`src/verilog/temp_sensor_regs.svh`:
```
// Register map, field positions, reset values and timing constants of the sensor register set.
`ifndef TEMP_SENSOR_REGS_SVH
`define TEMP_SENSOR_REGS_SVH

// ==========================================================================
// Slave address
`define ADDR_FIXED 5'h12

// ==========================================================================
// Register select codes (low three bits of the select register)
`define SEL_TEMP 3'h0
`define SEL_CFG 3'h1
`define SEL_MARGIN 3'h2
`define SEL_SHUTDOWN 3'h3
`define SEL_FLOOR 3'h4
`define SEL_CEILING 3'h5
`define SEL_UNUSED 3'h6
`define SEL_ID 3'h7
`define SELECT_RST 8'h00

// ==========================================================================
// Configuration fields
`define CFG_SHDN 0
`define CFG_MODE 1
`define CFG_OT_POL 2
`define CFG_WIN_POL 3
`define CFG_FQ_EN 4
`define CFG_RST 8'h00

// ==========================================================================
// Temperature word layout and setpoint defaults (0.0625 degC per step)
`define TEMP_LSB 3
`define FLAG_FLOOR 0
`define FLAG_CEILING 1
`define FLAG_OVERHEAT 2
`define TEMP_RST 13'h0000
`define MARGIN_RST 13'h0020
`define FLOOR_RST 13'h00a0
`define CEILING_RST 13'h0400
`define SHUTDOWN_RST 13'h0500

// Arbitrary identification value.
`define ID_VALUE 16'h5a01

// ==========================================================================
// Serial framing and timing
`define BIT_ACK 4'h8
`define FQ_LAST 2'h3
`define REF_PERIOD_NS 5
`define CONV_TIME_NS 100000000
`define SHDN_TIME_NS 1000000

`endif

```
`src/verilog/temp_sensor_pkg.sv`:
```
// Types shared by the temperature sensor register block.
`default_nettype none
package temp_sensor_pkg;
  typedef logic signed [12:0] temp_t;
  typedef enum logic [2:0] {st_idle, st_addr, st_ptr, st_wr, st_rd, st_wait} bus_state_e;
endpackage
`default_nettype wire

```
`src/verilog/temp_sensor_serial_regs.sv`:
```
// Two-wire serial slave, register set, comparators and alarm pins of the temperature sensor.
`timescale 1ns/100ps
`default_nettype none
`include "temp_sensor_regs.svh"

// Contract
// RULE1 - Slave only: clock is only sampled, data line is only pulled low.
// RULE2 - Answer address with upper bits 10010 and low bits from two select pins.
// RULE3 - Temperatures and setpoints are 13-bit two's complement, 0.0625 degC per step.
// RULE4 - Result updates only at conversion end; fast reads see stale data.
// RULE5 - Shutdown stops conversions, clears overheat alarm, disables both alarms.
// RULE6 - Serial interface and register access keep working during shutdown.
// RULE7 - Shutdown takes effect only after a millisecond-scale delay.
// RULE8 - Fault queue needs four consecutive faulty conversions before flags set.
// RULE9 - Register select powers up at zero and holds its last written value.
// RULE10 - Reads clear window alarm per mode; shutdown clears both alarms.
// RULE11 - All selectable registers writable except the temperature result; the code also ignores writes to the identification register.
// RULE12 - Master writes address, select byte, then one or two data bytes.
// RULE13 - Master reads directly, or sets select and uses repeated start.
// RULE14 - Multi-byte registers go out high byte first, each MSB first.
// RULE15 - After the last read byte, acknowledge or no acknowledge both finish cleanly; the code ends the read only on no acknowledge.
// RULE16 - A stop after a partial read may leave the data line pulled low.
// RULE17 - Master clocks out a stuck data line then stops; device returns idle.
// RULE18 - Select codes 0-5 and 7 pick registers; upper select bits stay zero.
// RULE19 - Result word: temperature in bits 15-3, overheat, ceiling, floor flags below.
// RULE20 - Config bit0 shutdown, bit1 event mode, bit4 fault queue, all reset zero.
// RULE21 - Config bits 2 and 3 set alarm polarities, zero meaning active low.
// RULE22 - Master keeps configuration bits 5 to 7 at zero.
// RULE23 - A read aborts the running conversion and restarts it when the read ends.
// RULE24 - Comparator mode: read clears window alarm until next conversion re-evaluates.
// RULE25 - Event mode: read clears window alarm until the next crossing event.
// RULE26 - Conditions clear only past the limit by the return margin.
// RULE27 - Unassigned select code ignores writes and reads back zero.
module temp_sensor_serial_regs #(
  parameter int unsigned CONV_CYCLES = `CONV_TIME_NS / `REF_PERIOD_NS,
  parameter int unsigned SHDN_CYCLES = `SHDN_TIME_NS / `REF_PERIOD_NS,
  // Arbitrary identification value.
  parameter logic [15:0] ID_CODE = `ID_VALUE
) (
  input wire logic ref_clk,
  input wire logic rstn,
  input wire logic scl_i,
  input wire logic sda_i,
  output logic sda_o,
  output logic sda_oe,
  input wire logic addr_select_bit0,
  input wire logic addr_select_bit1,
  input wire temp_sensor_pkg::temp_t meas_temp,
  output logic overheat_alarm_out_o,
  output logic overheat_alarm_out_oe,
  output logic window_alarm_out_o,
  output logic window_alarm_out_oe
);
  import temp_sensor_pkg::*;

  localparam int CW = $clog2(CONV_CYCLES + 1);
  localparam int SW = $clog2(SHDN_CYCLES + 1);

  // ========================================================================
  // Reset release and pin synchronisers
  logic [1:0] rst_sync_ff;
  logic rst_n;
  logic [3:0] pin_meta_ff;
  logic [3:0] pin_ff;
  logic scl_d_ff;
  logic sda_d_ff;
  logic scl_s, sda_s, scl_rise, scl_fall, start_det, stop_det;

  always_ff @(posedge ref_clk or negedge rstn) begin
    if (!rstn) begin
      rst_sync_ff <= 2'h0;
    end else begin
      rst_sync_ff <= {rst_sync_ff[0], 1'b1};
    end
  end
  assign rst_n = rst_sync_ff[1];

  always_ff @(posedge ref_clk or negedge rst_n) begin
    if (!rst_n) begin
      pin_meta_ff <= 4'hf;
      pin_ff <= 4'hf;
      scl_d_ff <= 1'b1;
      sda_d_ff <= 1'b1;
    end else begin
      pin_meta_ff <= {scl_i, sda_i, addr_select_bit1, addr_select_bit0};
      pin_ff <= pin_meta_ff;
      scl_d_ff <= pin_ff[3];
      sda_d_ff <= pin_ff[2];
    end
  end

  assign scl_s = pin_ff[3];
  assign sda_s = pin_ff[2];
  assign scl_rise = scl_s & ~scl_d_ff; // [RULE1]
  assign scl_fall = ~scl_s & scl_d_ff;
  assign start_det = scl_s & scl_d_ff & sda_d_ff & ~sda_s;
  assign stop_det = scl_s & scl_d_ff & ~sda_d_ff & sda_s;

  // ========================================================================
  // Serial slave state machine
  bus_state_e state_ff;
  logic [3:0] bit_cnt_ff;
  logic [7:0] rx_ff;
  logic [7:0] tx_ff;
  logic [15:0] word_ff;
  logic sel_lo_ff;
  logic sda_oe_ff;
  logic [15:0] rd_word;
  logic rx_done, addr_hit, ptr_we, data_we, rd_start;

  assign rx_done = scl_fall & (bit_cnt_ff == `BIT_ACK) &
                   (state_ff == st_addr || state_ff == st_ptr || state_ff == st_wr);
  assign addr_hit = (rx_ff[7:1] == {`ADDR_FIXED, pin_ff[1], pin_ff[0]}); // [RULE2]
  assign ptr_we = rx_done & (state_ff == st_ptr);
  assign data_we = rx_done & (state_ff == st_wr);
  assign rd_start = rx_done & (state_ff == st_addr) & addr_hit & rx_ff[0]; // [RULE13]

  always_ff @(posedge ref_clk or negedge rst_n) begin
    if (!rst_n) begin
      state_ff <= st_idle;
      bit_cnt_ff <= 4'h0;
      rx_ff <= 8'h00;
      tx_ff <= 8'h00;
      word_ff <= 16'h0000;
      sel_lo_ff <= 1'b0;
      sda_oe_ff <= 1'b0;
    end else if (stop_det) begin
      state_ff <= st_idle; // [RULE17]
      sda_oe_ff <= 1'b0;
    end else if (start_det) begin
      state_ff <= st_addr;
      bit_cnt_ff <= 4'h0;
      sda_oe_ff <= 1'b0;
    end else if (scl_rise) begin
      if (bit_cnt_ff != `BIT_ACK) begin
        rx_ff <= {rx_ff[6:0], sda_s};
        bit_cnt_ff <= bit_cnt_ff + 4'h1;
      end else begin
        bit_cnt_ff <= 4'h0;
        if (state_ff == st_rd) begin
          if (sda_s) begin
            state_ff <= st_wait; // [RULE15]
          end else begin
            tx_ff <= sel_lo_ff ? word_ff[7:0] : word_ff[15:8]; // [RULE14]
            sel_lo_ff <= ~sel_lo_ff;
          end
        end
      end
    end else if (scl_fall) begin
      case (state_ff)
        st_addr, st_ptr, st_wr: begin
          if (bit_cnt_ff == `BIT_ACK) begin
            if (state_ff == st_addr && !addr_hit) begin
              state_ff <= st_wait;
            end else begin
              sda_oe_ff <= 1'b1;
            end
            if (rd_start) begin
              tx_ff <= rd_word[15:8]; // [RULE14]
              word_ff <= rd_word;
              sel_lo_ff <= 1'b1;
            end
          end else if (sda_oe_ff) begin
            if (state_ff == st_addr && rx_ff[0]) begin
              state_ff <= st_rd;
              sda_oe_ff <= ~tx_ff[7];
              tx_ff <= {tx_ff[6:0], 1'b0};
            end else begin
              sda_oe_ff <= 1'b0;
              state_ff <= (state_ff == st_addr) ? st_ptr : st_wr; // [RULE12]
            end
          end
        end
        st_rd: begin
          if (bit_cnt_ff != `BIT_ACK) begin
            sda_oe_ff <= ~tx_ff[7]; // [RULE1] [RULE16]
            tx_ff <= {tx_ff[6:0], 1'b0};
          end else begin
            sda_oe_ff <= 1'b0;
          end
        end
        default: begin
        end
      endcase
    end
  end

  assign sda_oe = sda_oe_ff;
  assign sda_o = 1'b0;

  // ========================================================================
  // Register file
  logic [7:0] select_ff;
  logic [7:0] cfg_ff;
  logic signed [12:0] margin_ff, shutdown_ff, floor_ff, ceiling_ff;
  logic [7:0] msb_ff;
  logic wbyte_ff;
  logic signed [12:0] wr_val;
  temp_t temp_ff;
  logic [2:0] flags_ff;

  assign wr_val = {msb_ff, rx_ff[7:`TEMP_LSB]};

  always_ff @(posedge ref_clk or negedge rst_n) begin
    if (!rst_n) begin
      select_ff <= `SELECT_RST; // [RULE9]
      cfg_ff <= `CFG_RST; // [RULE20] [RULE21]
      margin_ff <= `MARGIN_RST;
      shutdown_ff <= `SHUTDOWN_RST;
      floor_ff <= `FLOOR_RST;
      ceiling_ff <= `CEILING_RST;
      msb_ff <= 8'h00;
      wbyte_ff <= 1'b0;
    end else if (ptr_we) begin
      select_ff <= rx_ff; // [RULE9] [RULE18]
      wbyte_ff <= 1'b0;
    end else if (data_we) begin
      wbyte_ff <= ~wbyte_ff;
      if (!wbyte_ff) begin
        msb_ff <= rx_ff;
      end
      case (select_ff[2:0])
        `SEL_CFG: cfg_ff <= rx_ff; // [RULE6] [RULE22]
        `SEL_MARGIN: if (wbyte_ff) margin_ff <= wr_val; // [RULE3]
        `SEL_SHUTDOWN: if (wbyte_ff) shutdown_ff <= wr_val;
        `SEL_FLOOR: if (wbyte_ff) floor_ff <= wr_val;
        `SEL_CEILING: if (wbyte_ff) ceiling_ff <= wr_val;
        default: begin
        end // [RULE11] [RULE27]
      endcase
    end
  end

  always_comb begin
    case (select_ff[2:0]) // [RULE18]
      `SEL_TEMP: rd_word = {temp_ff, flags_ff}; // [RULE19]
      `SEL_CFG: rd_word = {cfg_ff, cfg_ff};
      `SEL_MARGIN: rd_word = {margin_ff, 3'h0};
      `SEL_SHUTDOWN: rd_word = {shutdown_ff, 3'h0};
      `SEL_FLOOR: rd_word = {floor_ff, 3'h0};
      `SEL_CEILING: rd_word = {ceiling_ff, 3'h0};
      `SEL_ID: rd_word = ID_CODE;
      default: rd_word = 16'h0000; // [RULE27]
    endcase
  end

  // ========================================================================
  // Read tracking, shutdown entry and conversion timing
  logic read_active_ff;
  logic shdn_active_ff;
  logic [SW-1:0] shdn_cnt_ff;
  logic [CW-1:0] conv_cnt_ff;
  logic conv_done;

  always_ff @(posedge ref_clk or negedge rst_n) begin
    if (!rst_n) begin
      read_active_ff <= 1'b0;
    end else if (rd_start) begin
      read_active_ff <= 1'b1;
    end else if (stop_det || start_det) begin
      read_active_ff <= 1'b0;
    end
  end

  always_ff @(posedge ref_clk or negedge rst_n) begin
    if (!rst_n) begin
      shdn_cnt_ff <= '0;
      shdn_active_ff <= 1'b0;
    end else if (!cfg_ff[`CFG_SHDN]) begin
      shdn_cnt_ff <= '0;
      shdn_active_ff <= 1'b0;
    end else if (!shdn_active_ff) begin
      if (shdn_cnt_ff == SW'(SHDN_CYCLES - 1)) begin
        shdn_active_ff <= 1'b1; // [RULE7]
      end else begin
        shdn_cnt_ff <= shdn_cnt_ff + SW'(1);
      end
    end
  end

  assign conv_done = !read_active_ff && !shdn_active_ff && (conv_cnt_ff == CW'(CONV_CYCLES - 1));

  always_ff @(posedge ref_clk or negedge rst_n) begin
    if (!rst_n) begin
      conv_cnt_ff <= '0;
    end else if (read_active_ff || shdn_active_ff || conv_done) begin
      conv_cnt_ff <= '0; // [RULE5] [RULE23]
    end else begin
      conv_cnt_ff <= conv_cnt_ff + CW'(1);
    end
  end

  // ========================================================================
  // Comparators with return margin and fault queue
  logic signed [13:0] t_ext, margin_ext;
  logic signed [13:0] lim_ext [3];
  logic [2:0] trip, rel, nxt_flags;
  logic [1:0] q_ff [3];
  logic [1:0] nxt_q [3];

  always_comb begin
    t_ext = {meas_temp[12], meas_temp};
    margin_ext = {margin_ff[12], margin_ff};
    lim_ext[`FLAG_FLOOR] = {floor_ff[12], floor_ff};
    lim_ext[`FLAG_CEILING] = {ceiling_ff[12], ceiling_ff};
    lim_ext[`FLAG_OVERHEAT] = {shutdown_ff[12], shutdown_ff};
    nxt_flags = flags_ff;
    for (int i = 0; i < 3; i++) begin
      nxt_q[i] = q_ff[i];
      if (i == `FLAG_FLOOR) begin
        trip[i] = t_ext < lim_ext[i];
        rel[i] = t_ext > (lim_ext[i] + margin_ext); // [RULE26]
      end else begin
        trip[i] = t_ext > lim_ext[i];
        rel[i] = t_ext < (lim_ext[i] - margin_ext); // [RULE26]
      end
      if (trip[i]) begin
        if (!cfg_ff[`CFG_FQ_EN] || q_ff[i] == `FQ_LAST) begin
          nxt_flags[i] = 1'b1; // [RULE8]
        end
        nxt_q[i] = (q_ff[i] == `FQ_LAST) ? `FQ_LAST : q_ff[i] + 2'h1;
      end else begin
        nxt_q[i] = 2'h0;
      end
      if (rel[i]) begin
        nxt_flags[i] = 1'b0;
      end
    end
  end

  always_ff @(posedge ref_clk or negedge rst_n) begin
    if (!rst_n) begin
      temp_ff <= `TEMP_RST;
      flags_ff <= 3'h0;
      for (int i = 0; i < 3; i++) begin
        q_ff[i] <= 2'h0;
      end
    end else if (conv_done) begin
      temp_ff <= meas_temp; // [RULE4]
      flags_ff <= nxt_flags;
      for (int i = 0; i < 3; i++) begin
        q_ff[i] <= nxt_q[i];
      end
    end
  end

  // ========================================================================
  // Alarm outputs, open drain: enable pulls the pin low
  logic win_ff;
  logic ot_oe_ff, win_oe_ff;
  logic win_event;

  assign win_event = (nxt_flags[`FLAG_CEILING:`FLAG_FLOOR] != flags_ff[`FLAG_CEILING:`FLAG_FLOOR]);

  always_ff @(posedge ref_clk or negedge rst_n) begin
    if (!rst_n) begin
      win_ff <= 1'b0;
    end else if (shdn_active_ff) begin
      win_ff <= 1'b0; // [RULE5] [RULE10]
    end else if (!cfg_ff[`CFG_MODE]) begin
      if (conv_done) begin
        win_ff <= nxt_flags[`FLAG_CEILING] | nxt_flags[`FLAG_FLOOR]; // [RULE24]
      end else if (rd_start) begin
        win_ff <= 1'b0; // [RULE10]
      end
    end else begin
      win_ff <= (win_ff & ~rd_start) | (conv_done & win_event); // [RULE25]
    end
  end

  always_ff @(posedge ref_clk or negedge rst_n) begin
    if (!rst_n) begin
      ot_oe_ff <= 1'b0;
      win_oe_ff <= 1'b0;
    end else begin
      ot_oe_ff <= (flags_ff[`FLAG_OVERHEAT] & ~shdn_active_ff) ^ cfg_ff[`CFG_OT_POL]; // [RULE5]
      win_oe_ff <= win_ff ^ cfg_ff[`CFG_WIN_POL]; // [RULE21]
    end
  end

  assign overheat_alarm_out_oe = ot_oe_ff;
  assign window_alarm_out_oe = win_oe_ff;
  assign overheat_alarm_out_o = 1'b0;
  assign window_alarm_out_o = 1'b0;
endmodule // temp_sensor_serial_regs
`default_nettype wire

```
`config.mk`:
```
export PLATFORM = sky130hd
export DESIGN_NAME = temp_sensor_serial_regs
export DESIGN_NICKNAME = d
export VERILOG_FILES = /design/src/verilog/temp_sensor_pkg.sv /design/src/verilog/temp_sensor_serial_regs.sv
export VERILOG_INCLUDE_DIRS = /design/src /design/src/verilog
export SDC_FILE = /design/constraint.sdc
export NUM_CORES = 1
export LEC_CHECK = 0
export ABC_CLOCK_PERIOD_IN_PS = 6840
export BUFFER_PORTS_ARGS = -buffer_cell sky130_fd_sc_hd__buf_2
export CORE_AREA = 2 2 149 151
export DETAILED_ROUTE_END_ITERATION = 8
export DIE_AREA = 0 0 151 153
export GPL_TIMING_DRIVEN = 0
export PLACE_DENSITY_LB_ADDON = 0.25
export SETUP_SLACK_MARGIN = 0.3
export SYNTH_ARGS = -nofsm -noshare
export SYNTH_HDL_FRONTEND = slang
export SYNTH_SLANG_ARGS = --single-unit
```
`constraint.sdc`:
```
create_clock -name ref_clk -period 6.84 [get_ports ref_clk]
set_input_delay 0.684 -clock ref_clk [delete_from_list [all_inputs] [get_ports ref_clk]]
set_output_delay 0.684 -clock ref_clk [all_outputs]
set_load 0.05 [all_outputs]
```
* After elaboration in Yosys (flattened, before gate mapping)
Index checks and enable logic that the tools add are counted.
** Cells by class
- $lt $le $gt $ge :: 6
- Equal/unequal tests :: 34
- Mux-type cells :: 77
- Reductions and logical operators :: 49
- Bitwise logic cells :: 34
- Add/subtract/negate cells :: 9
** Operators by type and width (number)
- case mux 16 bit (7 select lines) :: 1
- two-way mux 8 bit :: 11
- two-way mux 18 bit :: 3
- two-way mux 1 bit :: 38
- two-way mux 3 bit :: 12
- less-than comparator 13 x 14 -> 1 bit :: 2
- subtractor 13 x 13 -> 14 bit :: 2
- greater-than comparator 13 bit :: 2
- adder 25 x 1 -> 25 bit, second input constant :: 1
- equality test 25 bit, second input constant :: 1
- two-way mux 25 bit :: 1
- AND reduction 4 bit :: 6
- != test 4 bit, second input constant :: 5
- nonzero test 2 bit :: 10
- adder 18 x 1 -> 18 bit, second input constant :: 1
- equality test 18 bit, second input constant :: 1
- bitwise AND 1 bit :: 17
- case mux 8 bit (2 select lines) :: 1
- nonzero test 4 bit :: 4
- adder 13 x 13 -> 14 bit :: 1
- greater-than comparator 13 x 14 -> 1 bit :: 1
- AND reduction 7 bit :: 2
- less-than comparator 13 bit :: 1
- inverter 1 bit :: 13
- other kinds (33) :: 72
** Storage, ports and cells
- Word-level logic and storage cells :: 242
- Flip-flop bits (word level) :: 195
- Input port bits :: 19

* Longest topological paths before layout
Gate-level depths: netlist of the first run.
- Depth after elaboration :: 12
- Gate-level depth with buffers :: 21

* Least setup slack after synthesis of the first run
Ideal clock, no wire load.
- Path type :: register to register
- Start :: register margin_ff[0]
- End :: register win_ff
- Setup slack :: 3.031 ns
- Setup time :: 0.078 ns
- Cell stages (with the launch flop) :: 17
- Required time :: 6.762 ns
- Data arrival time :: 3.732 ns
- Path through :: dfrtp_1 -> ha_1 -> fa_1 -> a21o_1 -> a21oi_1 -> nor2_1 -> o211ai_1 -> a21oi_1 -> or3_1 -> xnor2_1 -> ha_1 -> a21o_1 -> a2111oi_0 -> a31oi_1 -> or3_1 -> a31o_1 -> a21oi_1
** On the way
- Longest elaborated chain between the ends :: 8
- Elaborated cells between the ends (all ways) :: 13
** Ends and longest elaborated chain
- start: declaration :: line temp_sensor_serial_regs.sv:195 : logic signed [12:0] margin_ff, shutdown_ff, floor_ff, ceiling_ff;
- start signal: assignment :: line temp_sensor_serial_regs.sv:208 : margin_ff <= `MARGIN_RST;
- start signal: assignment :: line temp_sensor_serial_regs.sv:224 : `SEL_MARGIN: if (wbyte_ff) margin_ff <= wr_val;
- adder 13 x 13 -> 14 bit / subtractor 13 x 13 -> 14 bit (equally long branches) :: line temp_sensor_serial_regs.sv:312, temp_sensor_serial_regs.sv:315
- greater-than comparator 13 x 14 -> 1 bit / less-than comparator 13 x 14 -> 1 bit (equally long branches) :: line temp_sensor_serial_regs.sv:312, temp_sensor_serial_regs.sv:315
- two-way mux 1 bit :: line temp_sensor_serial_regs.sv:325 : if (rel[i]) begin
- != test 2 bit :: line temp_sensor_serial_regs.sv:353 : assign win_event = (nxt_flags[`FLAG_CEILING:`FLAG_FLOOR] != flags_ff[`FLAG_CEILING:`FLAG_FLOOR]);
- bitwise AND 1 bit :: line temp_sensor_serial_regs.sv:367 : win_ff <= (win_ff & ~rd_start) | (conv_done & win_event);
- OR 1 bit :: line temp_sensor_serial_regs.sv:367
- two-way mux 1 bit * :: line temp_sensor_serial_regs.sv:360 : end else if (!cfg_ff[`CFG_MODE]) begin
- two-way mux 1 bit * :: line temp_sensor_serial_regs.sv:358 : end else if (shdn_active_ff) begin
- end signal: assignment :: line temp_sensor_serial_regs.sv:362 : win_ff <= nxt_flags[`FLAG_CEILING] | nxt_flags[`FLAG_FLOOR];
- end signal: assignment :: line temp_sensor_serial_regs.sv:367
- end: declaration :: line temp_sensor_serial_regs.sv:349 : logic win_ff;
Every way passes the cells marked *; elsewhere a longest branch is shown, timed or not.
A chain may end at the register's enable or synchronous reset.

* Final worst setup path of the first run
Same ends and word-level chain as after synthesis.

==> flow_metrics.env, run 1 <==
export IMPL_status="finished, final reports clean"
export IMPL_worstMarginPinSlew_ns=0.984
export IMPL_fin_util_pct=63.5
export IMPL_cpMostUsedCell="a21oi_1"
export IMPL_synthFlopType="dfrtp_1"
export IMPL_grt_busiest_layer="met2"
export IMPL_htreeDepth=4
export IMPL_path_cells="ha_1 > fa_1 > a21o_1 > a21oi_1 > nor2_1 > o211ai_1 > a21oi_1 > or3_1 > xnor2_1 > ha_1 > nand4_1 > nor3_1 > o31ai_1 > a31oi_1 > and3_1 > o21ai_1 > a31o_1 > a21oi_1"
export IMPL_cp_start_kind="flop"
export IMPL_insertion_delay_ns=0.44
export IMPL_grt_use_met3_pct=4.24
export IMPL_diodes=0
export IMPL_cts_tree="built"
export IMPL_use_met1_pct=40.0
export IMPL_cts_root_buffer="clkbuf_16"
export IMPL_synth_area_leaders="dfrtp_1, ha_1, nand2_1, o21ai_0, mux2_2"
export IMPL_row_count=54
export IMPL_p_leak_nw=5.85
export IMPL_finalClockSkew_ns=0.0165
export IMPL_ctsHoldBuffers=0
export IMPL_cts_buffer_depth=2
export IMPL_num_vias=10314
export IMPL_wirelength_mm=32.2
export IMPL_track_usage_pct=28.9
export IMPL_die_w_microns=151
export IMPL_slew_viol_final=0
export IMPL_wl_per_cell_microns=18.8
export IMPL_coreArea_sq_um=21500
export IMPL_crit_buf_inv=0
export IMPL_drc_errors=0
export IMPL_slew_headroom_pct=34.2
export IMPL_fin_nets=1563
export IMPL_yosys_warnings=0
export IMPL_crit_type="flop to flop"
export IMPL_first_pass_iters=5
export IMPL_hold_viol=0
export IMPL_synth_most_common_cell="nand2_1"
export IMPL_yosys_area_top_type="dfrtp_1"
export IMPL_fillers=1798
export IMPL_numCtsBuffers=17
export IMPL_dp_hpwl_mm=24.9
export IMPL_synthToLayoutAreaGrowth_pct=9.11
export IMPL_p_per_area_nw_per_um2=190
export IMPL_rsz0062_at_grt="no"
export IMPL_postCtsSetupRepairBufs=0
export IMPL_max_stage_delay_ns=0.48
export IMPL_io_pins=25
export IMPL_gr_total_overflow=0
export IMPL_cp_slowest_cell="dfrtp_1"
export IMPL_synth_seq_cells=195
export IMPL_maxCapViolations=0
export IMPL_antenna_found_initial=0
export IMPL_grt_max_degree=55
export IMPL_yosys_cell_types_count=69
export IMPL_worstSetupEndpointType="flop"
export IMPL_grt_pass1_vias=10121
export IMPL_gp_congestion=0.945
export IMPL_setup_violations=0
export IMPL_drt_initial_drc_count=824
export IMPL_synth_commonest_cells="nand2_1, dfrtp_1, ha_1"
export IMPL_portBuffers=21
export IMPL_finalCritPeriodShare_pct=69.5
export IMPL_ys_seq_area_share_pct=39.2
export IMPL_ctsResizeCount=0
export IMPL_synth_edff_count=0
export IMPL_crit_family="compound AO/OA/AOI/OAI gates"
export IMPL_die_h_microns=153
export IMPL_max_freq_mhz=210
export IMPL_power_total_mw=2.59
export IMPL_syn_area_sq_um=12500
export IMPL_netlist_area_leader_share_pct=35.8
export IMPL_cp_max_fo=5
export IMPL_whs_ns=0.0171
export IMPL_drive_gt1_share_pct=9.72
export IMPL_avgSynthCellArea_sq_um=9.11
export IMPL_cp_required_ns=7.20
export IMPL_ir_worst_vdd_v=0.000179
export IMPL_critPathArrivalTime_ns=5.11
export IMPL_synthCells=1372
export IMPL_cts_sinks=195
export IMPL_grtUsageMet2_pct=46.6
export IMPL_grt_first_pass_wirelength_mm=52.3
export IMPL_r2r_start="margin_ff[0]"
export IMPL_hold_class="input port to asynchronous set/reset pin"
export IMPL_antenna_left=0
export IMPL_start_util_pct=58.2
export IMPL_dieArea_sq_um=23100
export IMPL_fin_crit_ns=4.75
export IMPL_clkTransAtPathRegs_ns=0.08
export IMPL_ys_async_sr_fraction_pct=100
export IMPL_post_drt_via_cell_ratio=6.03
export IMPL_crit_start="margin_ff[0]"
==> final cells by class <==
cell class	count	area, sq um	share of cell area [%]
multi-input combinational	1046	7100	52.0
sequential	195	4900	35.9
clock buffer	17	425	3.12
tap	280	350	2.57
inverter	84	315	2.31
buffer	49	200	1.47
timing repair buffer	24	188	1.38
clock inverter	15	164	1.20
==> flip-flops by register name, indices dropped and copies added, names as in the netlist, 2 cells and up <==
signal       count
state_ff         3
pin_meta_ff      4
word_ff         16
pin_ff           4
shdn_cnt_ff     18
cfg_ff           8
flags_ff         3
msb_ff           8
temp_ff         13
rx_ff            8
tx_ff            8
q_ff             6
margin_ff       13
shutdown_ff     13
bit_cnt_ff       4
conv_cnt_ff     25
rst_sync_ff      2
select_ff        3
floor_ff        13
ceiling_ff      13
==> placed cells by master (no fill, tap or decap), types with 21 or more instances in the layout <==
cell type	synthesis	final
a21oi_1	88	88
buf_2	4	25
clkbuf_1	40	40
dfrtp_1	179	178
ha_1	124	124
inv_1	84	84
mux2_2	42	42
mux2i_1	21	21
nand2_1	182	182
nand3_1	31	31
nor2_1	85	85
nor3_1	23	23
o21ai_0	116	116
xnor2_1	34	34
xor2_1	34	34
==> layer usage <==
layer  part of all wire (%)  up-vias
met5                      0        -
met4                    3.1        0
met3                    5.6       58
met2                     47      330
met1                     44     5001
li1                       -     4925
==> path summary, 6_finish.rpt <==
check | to | slack (ns) | cells past startpoint
max in group asynchronous | floor_ff[7] | 5.53 | 2
hold / removal | rst_sync_ff[1] | 0.02 | 1
min in group ref_clk | pin_meta_ff[3] | 0.34 | 1
setup / recovery | win_ff | 2.09 | 18
hold reg to reg | conv_cnt_ff[13] | 0.31 | 0
setup reg to reg | win_ff | 2.09 | 18
==> report_power, final <==
group	switching [mW]	internal [mW]
Sequential	0.0598	1.21
Clock	0.487	0.519
Combinational	0.190	0.122
Total	0.737	1.86
==> cells by family after synthesis <==
kind of cell	after synthesis	share of synthesized area [%]
multiplexers	64	5.64
flip-flops	195	39.2
AND/OR/NAND/NOR	452	17.3
XOR/XNOR	68	4.76
buffers and inverters	133	4.12
other	2	0.0601
AO/OA/AOI/OAI	331	16.0
adder cells (fa/ha/maj)	127	12.9
==> stage by stage <==
stage | instances | area, sq um | TNS, ns | setup slack [ns]
detailed placement | 1678 | 13100 | 0 | 2.25
finish | 1710 | 13600 | 0 | 2.09
global route | 1710 | 13600 | 0 | 1.88
global placement | 1675 | 13000 | -202.85 | -1.16
CTS | 1710 | 13600 | 0 | 2.15
floorplan | 1374 | 12500 | 0 | 1.03
Note: power is estimated with default switching activity, not from simulation.
==> run 2, diff against run 1 <==
ABC_CLOCK_PERIOD_IN_PS = 4200   (was 6840)
CORE_AREA = 2 2 150 152   (was 2 2 149 151)
DIE_AREA = 0 0 152 154   (was 0 0 151 153)
clock period = 4.2 ns   (was 6.84 ns; I/O delays follow)
==> flow_metrics.env, run 2 (same netlist as run 1, synthesis figures left out) <==
export IMPL_worstMarginPinSlew_ns=1.28
export IMPL_cts_root_buffer="clkbuf_16"
export IMPL_finalCritPeriodShare_pct=100
export IMPL_cp_start_kind="flop"
export IMPL_drt_initial_drc_count=726
export IMPL_fin_nets=1573
export IMPL_antenna_left=0
export IMPL_num_vias=10387
export IMPL_maxCapViolations=0
export IMPL_crit_family="compound AO/OA/AOI/OAI gates"
export IMPL_clkTransAtPathRegs_ns=0.08
export IMPL_max_stage_delay_ns=0.41
export IMPL_grt_pass1_vias=10269
export IMPL_largest_register_ffs=25
export IMPL_rr_worst_depth=19
export IMPL_cp_required_ns=4.57
export IMPL_crit_type="flop to flop"
export IMPL_finalWorstSetupSlack_ns=-0.00888
export IMPL_hold_class="input port to flop"
export IMPL_ir_worst_vdd_v=0.000284
export IMPL_grt_first_pass_wirelength_mm=53.3
export IMPL_numCtsBuffers=17
export IMPL_max_freq_mhz=238
export IMPL_diodes=0
export IMPL_violations="negative setup slack"
export IMPL_regArea_sq_um=4910
export IMPL_first_pass_iters=6
export IMPL_path_cells="buf_4 > ha_4 > fa_2 > a21o_1 > a21oi_2 > nor2_1 > o211ai_1 > a21oi_1 > or3_1 > xnor2_1 > ha_1 > nand4_1 > nor3_4 > buf_4 > a22o_1 > a31oi_4 > or3_1 > a31o_1 > a21oi_2"
export IMPL_cp_max_fo=4
export IMPL_rsz0062_at_grt="yes"
export IMPL_insertion_delay_ns=0.45
export IMPL_cts_tree="built"
export IMPL_hold_viol=0
export IMPL_finalClockSkew_ns=0.0146
export IMPL_dieArea_sq_um=23400
export IMPL_slew_viol_final=0
export IMPL_dp_hpwl_mm=25.1
export IMPL_coreArea_sq_um=21700
export IMPL_worstHoldPathCells=1
export IMPL_gp_congestion=0.970
export IMPL_cts_sinks=195
export IMPL_slew_headroom_pct=12.5
export IMPL_post_drt_via_cell_ratio=6.04
export IMPL_synthToLayoutAreaGrowth_pct=11.2
export IMPL_wirelength_mm=32.9
export IMPL_start_util_pct=57.6
export IMPL_mostFrequentLayoutCells="nand2_1, dfrtp_1, ha_1"
export IMPL_io_pins=25
export IMPL_cts_buffer_depth=2
export IMPL_grt_max_degree=70
export IMPL_reg_top3="conv_cnt_ff x25, shdn_cnt_ff x18, word_ff x16"
export IMPL_cp_slowest_cell="dfrtp_2"
export IMPL_antenna_found_initial=1
export IMPL_drc_errors=0
export IMPL_mostFrequentLayoutCell="nand2_1"
export IMPL_critPathArrivalTime_ns=4.58
export IMPL_gr_total_overflow=0
export IMPL_htreeDepth=4
export IMPL_die_w_microns=152
export IMPL_design_area_sq_um=13900
export IMPL_detailed_place_area_sq_um=13100
export IMPL_row_count=54
export IMPL_track_usage_pct=28.6
export IMPL_crit_buf_inv=2
export IMPL_multi_input_area_sq_um=7230
export IMPL_cp_depth=19
export IMPL_top_register="conv_cnt_ff"
export IMPL_fin_crit_ns=4.21
export IMPL_drive_gt1_share_pct=11.9
export IMPL_portBuffers=21
export IMPL_fin_util_pct=64.1
export IMPL_p_per_area_nw_per_um2=309
export IMPL_p_leak_nw=5.94
export IMPL_die_h_microns=154
export IMPL_fillers=1800
export IMPL_status="finished with violations"
export IMPL_wl_per_cell_microns=19.1
export IMPL_setup_violations=1
export IMPL_worstSetupEndpointType="flop"
## run 2: cell type report
class / count / share of cell area [%]
clock buffers: 17 / 3.06
clock inverters: 15 / 1.45
multi-input cells: 1046 / 52.0
flip-flops and latches: 195 / 35.3
plain buffers: 49 / 1.44
inverters: 84 / 2.29
repair buffers: 34 / 1.91
well taps: 280 / 2.52
## run 2: timing repair
action	in CTS	in global routing
endpoints found under the setup margin	3	3
endpoints found under the hold margin	2	0
hold buffers	1	0
pin swaps	18	11
gates resized for setup	25	7
buffers inserted	7	2
## run 2: worst paths after layout
kind / startpoint / endpoint / slack (ns)
max in group asynchronous: rst_sync_ff[1] / shdn_cnt_ff[3] / 3.14
min reg2reg: rst_sync_ff[1] / floor_ff[12] / 0.17
max reg2reg: margin_ff[0] / win_ff / -0.009
max: margin_ff[0] / win_ff / -0.009
min in group asynchronous: rst_sync_ff[1] / floor_ff[12] / 0.17
min: sda_i / pin_meta_ff[2] / 0.06
## run 2: power by group
group	internal, mW	switching (mW)	total [mW]	leakage (nW)
sequential	1.98	0.0956	2.07	2.48
clock	0.826	0.885	1.71	0.303
combinational	0.203	0.315	0.518	3.16
## run 2: metal layers
layer  up-vias  global-route usage [%]  part of all wire [%]
met2       322                    47.2                    47
met1      5032                    37.8                    44
met5         -                       0                     0
met3        80                    4.88                   6.0
li1       4953                       -                     -
met4         0                    11.5                   3.9
## run 2: stage by stage
step | instances | setup slack, ns | TNS (ns) | power [mW] | hold slack (ns)
final | 1720 | -0.00888 | -0.00888 | 4.30 | 0.0606
after global routing | 1720 | -0.162 | -0.162 | 4.48 | 0.0417
after CTS | 1718 | 0.0703 | 0 | 4.31 | 0.0473
after detailed placement | 1678 | -0.535 | -0.548 | 2.61 | 0.163
after global placement | 1675 | -0.497 | -33.02 | 2.58 | 0.205
after floorplan | 1374 | 0.391 | 0 | 2.43 | 0.124
==> run 3, diff against run 2 <==
PLACE_DENSITY = 0.77   (was default)
PLACE_DENSITY_LB_ADDON = default   (was 0.25)
==> flow_metrics.env, run 3 (same netlist as run 1, synthesis figures left out) <==
export IMPL_cp_max_fo=4
export IMPL_top_register="conv_cnt_ff"
export IMPL_setup_violations=0
export IMPL_critPathArrivalTime_ns=4.49
export IMPL_p_leak_nw=5.92
export IMPL_cp_required_ns=4.58
export IMPL_diodes=0
export IMPL_start_util_pct=57.6
export IMPL_cts_buffer_depth=2
export IMPL_antenna_found_initial=0
export IMPL_cts_tree="built"
export IMPL_grt_first_pass_wirelength_mm=52.6
export IMPL_cp_start_kind="flop"
export IMPL_gr_total_overflow=0
export IMPL_max_freq_mhz=243
export IMPL_dp_cells=1677
export IMPL_tns_ns=0
export IMPL_hold_viol=0
export IMPL_cts_sinks=195
export IMPL_drive_gt1_share_pct=12.4
export IMPL_fin_nets=1573
export IMPL_drt_initial_drc_count=887
export IMPL_first_pass_iters=6
export IMPL_io_pins=25
export IMPL_worstHoldPathCells=1
export IMPL_worstSetupEndpointType="flop"
export IMPL_drc_errors=0
export IMPL_grt_max_degree=74
export IMPL_cts_root_buffer="clkbuf_16"
export IMPL_mostFrequentLayoutCells="nand2_1, dfrtp_1, ha_1"
export IMPL_finalCritPeriodShare_pct=97.9
export IMPL_dieArea_sq_um=23400
export IMPL_wirelength_mm=32.5
export IMPL_design_area_sq_um=13900
export IMPL_clkTransAtPathRegs_ns=0.09
export IMPL_power_total_mw=4.28
export IMPL_largest_register_ffs=25
export IMPL_gp_congestion=0.980
export IMPL_antenna_left=0
export IMPL_hold_class="input port to flop"
export IMPL_finalClockSkew_ns=0.0115
export IMPL_htreeDepth=4
export IMPL_fin_crit_ns=4.11
export IMPL_coreArea_sq_um=21700
export IMPL_slew_headroom_pct=26.4
export IMPL_insertion_delay_ns=0.46
export IMPL_dp_hpwl_mm=24.6
export IMPL_numCtsBuffers=17
export IMPL_worstMarginPinSlew_ns=1.08
export IMPL_row_count=54
export IMPL_hold_end="pin_meta_ff[0]"
export IMPL_track_usage_pct=28.3
export IMPL_grt_pass1_vias=10242
export IMPL_die_w_microns=152
export IMPL_rrSetupSlack_ns=0.09
export IMPL_post_drt_via_cell_ratio=6.08
export IMPL_mostFrequentLayoutCell="nand2_1"
export IMPL_crit_type="flop to flop"
export IMPL_hp_start="addr_select_bit0"
export IMPL_maxCapViolations=0
export IMPL_portBuffers=21
export IMPL_p_per_area_nw_per_um2=308
export IMPL_rr_worst_depth=18
export IMPL_rsz0062_at_grt="yes"
export IMPL_synthToLayoutAreaGrowth_pct=11.4
export IMPL_final_cells=1720
export IMPL_ir_worst_vdd_v=0.000233
export IMPL_num_vias=10449
export IMPL_r2r_start="floor_ff[0]"
export IMPL_reg_top3="conv_cnt_ff x25, shdn_cnt_ff x18, word_ff x16"
export IMPL_crit_start="floor_ff[0]"
export IMPL_die_h_microns=154
export IMPL_status="finished, final reports clean"
export IMPL_detailed_place_area_sq_um=13000
export IMPL_wl_per_cell_microns=18.9
export IMPL_timing_rr_end="win_ff"
export IMPL_slew_viol_final=0
[run 3: cell counts in the layout (fill, tap and decap cells not counted)]
No cell type changed its count.
[run 3: how the worst max path moves through the flow]
| stage | slack (ns) | end | cells after the start |
|---|---|---|---|
| after floorplan | 0.39 | win_ff | 16 |
| after global placement | -0.35 | win_ff | 16 |
| after detailed placement | -0.39 | win_ff | 16 |
| after CTS | 0.17 | win_ff | 18 |
| after global routing | -0.05 | win_ff | 18 |
| final | 0.09 | win_ff | 18 |
[run 3: worst max-delay path, cell delays in order (launching register included)]
cell,delay [ns]
dfrtp_1,0.46
ha_4,0.20
fa_2,0.34
a21o_1,0.18
a21oi_2,0.16
nor2_1,0.08
o211ai_1,0.28
a21oi_2,0.12
or3_4,0.38
xnor2_1,0.14
ha_1,0.27
nand4_1,0.13
nor3_2,0.26
o31ai_2,0.14
a31oi_2,0.24
and3_4,0.23
o21ai_1,0.07
a31o_1,0.24
a21oi_2,0.11
[run 3: per-stage QoR]
| stage | hold slack (ns) | util [%] | worst slack [ns] |
|---|---|---|---|
| after CTS | 0.0419 | 63.8 | 0.169 |
| after global routing | 0.0319 | 64.2 | -0.0504 |
| after detailed placement | 0.209 | 60.1 | -0.393 |
| after floorplan | 0.124 | - | 0.391 |
| after global placement | 0.205 | 59.8 | -0.346 |
| final | 0.0508 | 64.2 | 0.0900 |
[run 3: power by group]
group / leakage (nW) / switching, mW / internal [mW]
Sequential: 2.48 / 0.106 / 1.98
Clock: 0.300 / 0.869 / 0.823
Combinational: 3.14 / 0.307 / 0.203
[run 3: timing repair]
action                                  in CTS  in global routing
gates resized for setup                     29                 14
endpoints found under the setup margin       3                  3
endpoints found under the hold margin        2                  0
buffers inserted                             5                  5
hold buffers                                 1                  0
pin swaps                                   18                  7
[run 3: cell type report]
type                    count  area [sq um]
plain buffers              49           200
clock buffers              17           425
clock inverters            15           196
fillers                  1744          7760
inverters                  84           318
multi-input cells        1046          7270
flip-flops and latches    195          4910
well taps                 280           350
repair buffers             34           258
[run 3: routing by layer]
| layer | track usage (%) | vias to the layer above | part of all wire (%) |
|---|---|---|---|
| li1 | - | 4942 | - |
| met1 | 37.8 | 5100 | 43 |
| met4 | 11.8 | 0 | 4.0 |
| met3 | 4.96 | 70 | 6.2 |
| met5 | 0 | - | 0 |
| met2 | 45.8 | 337 | 47 |
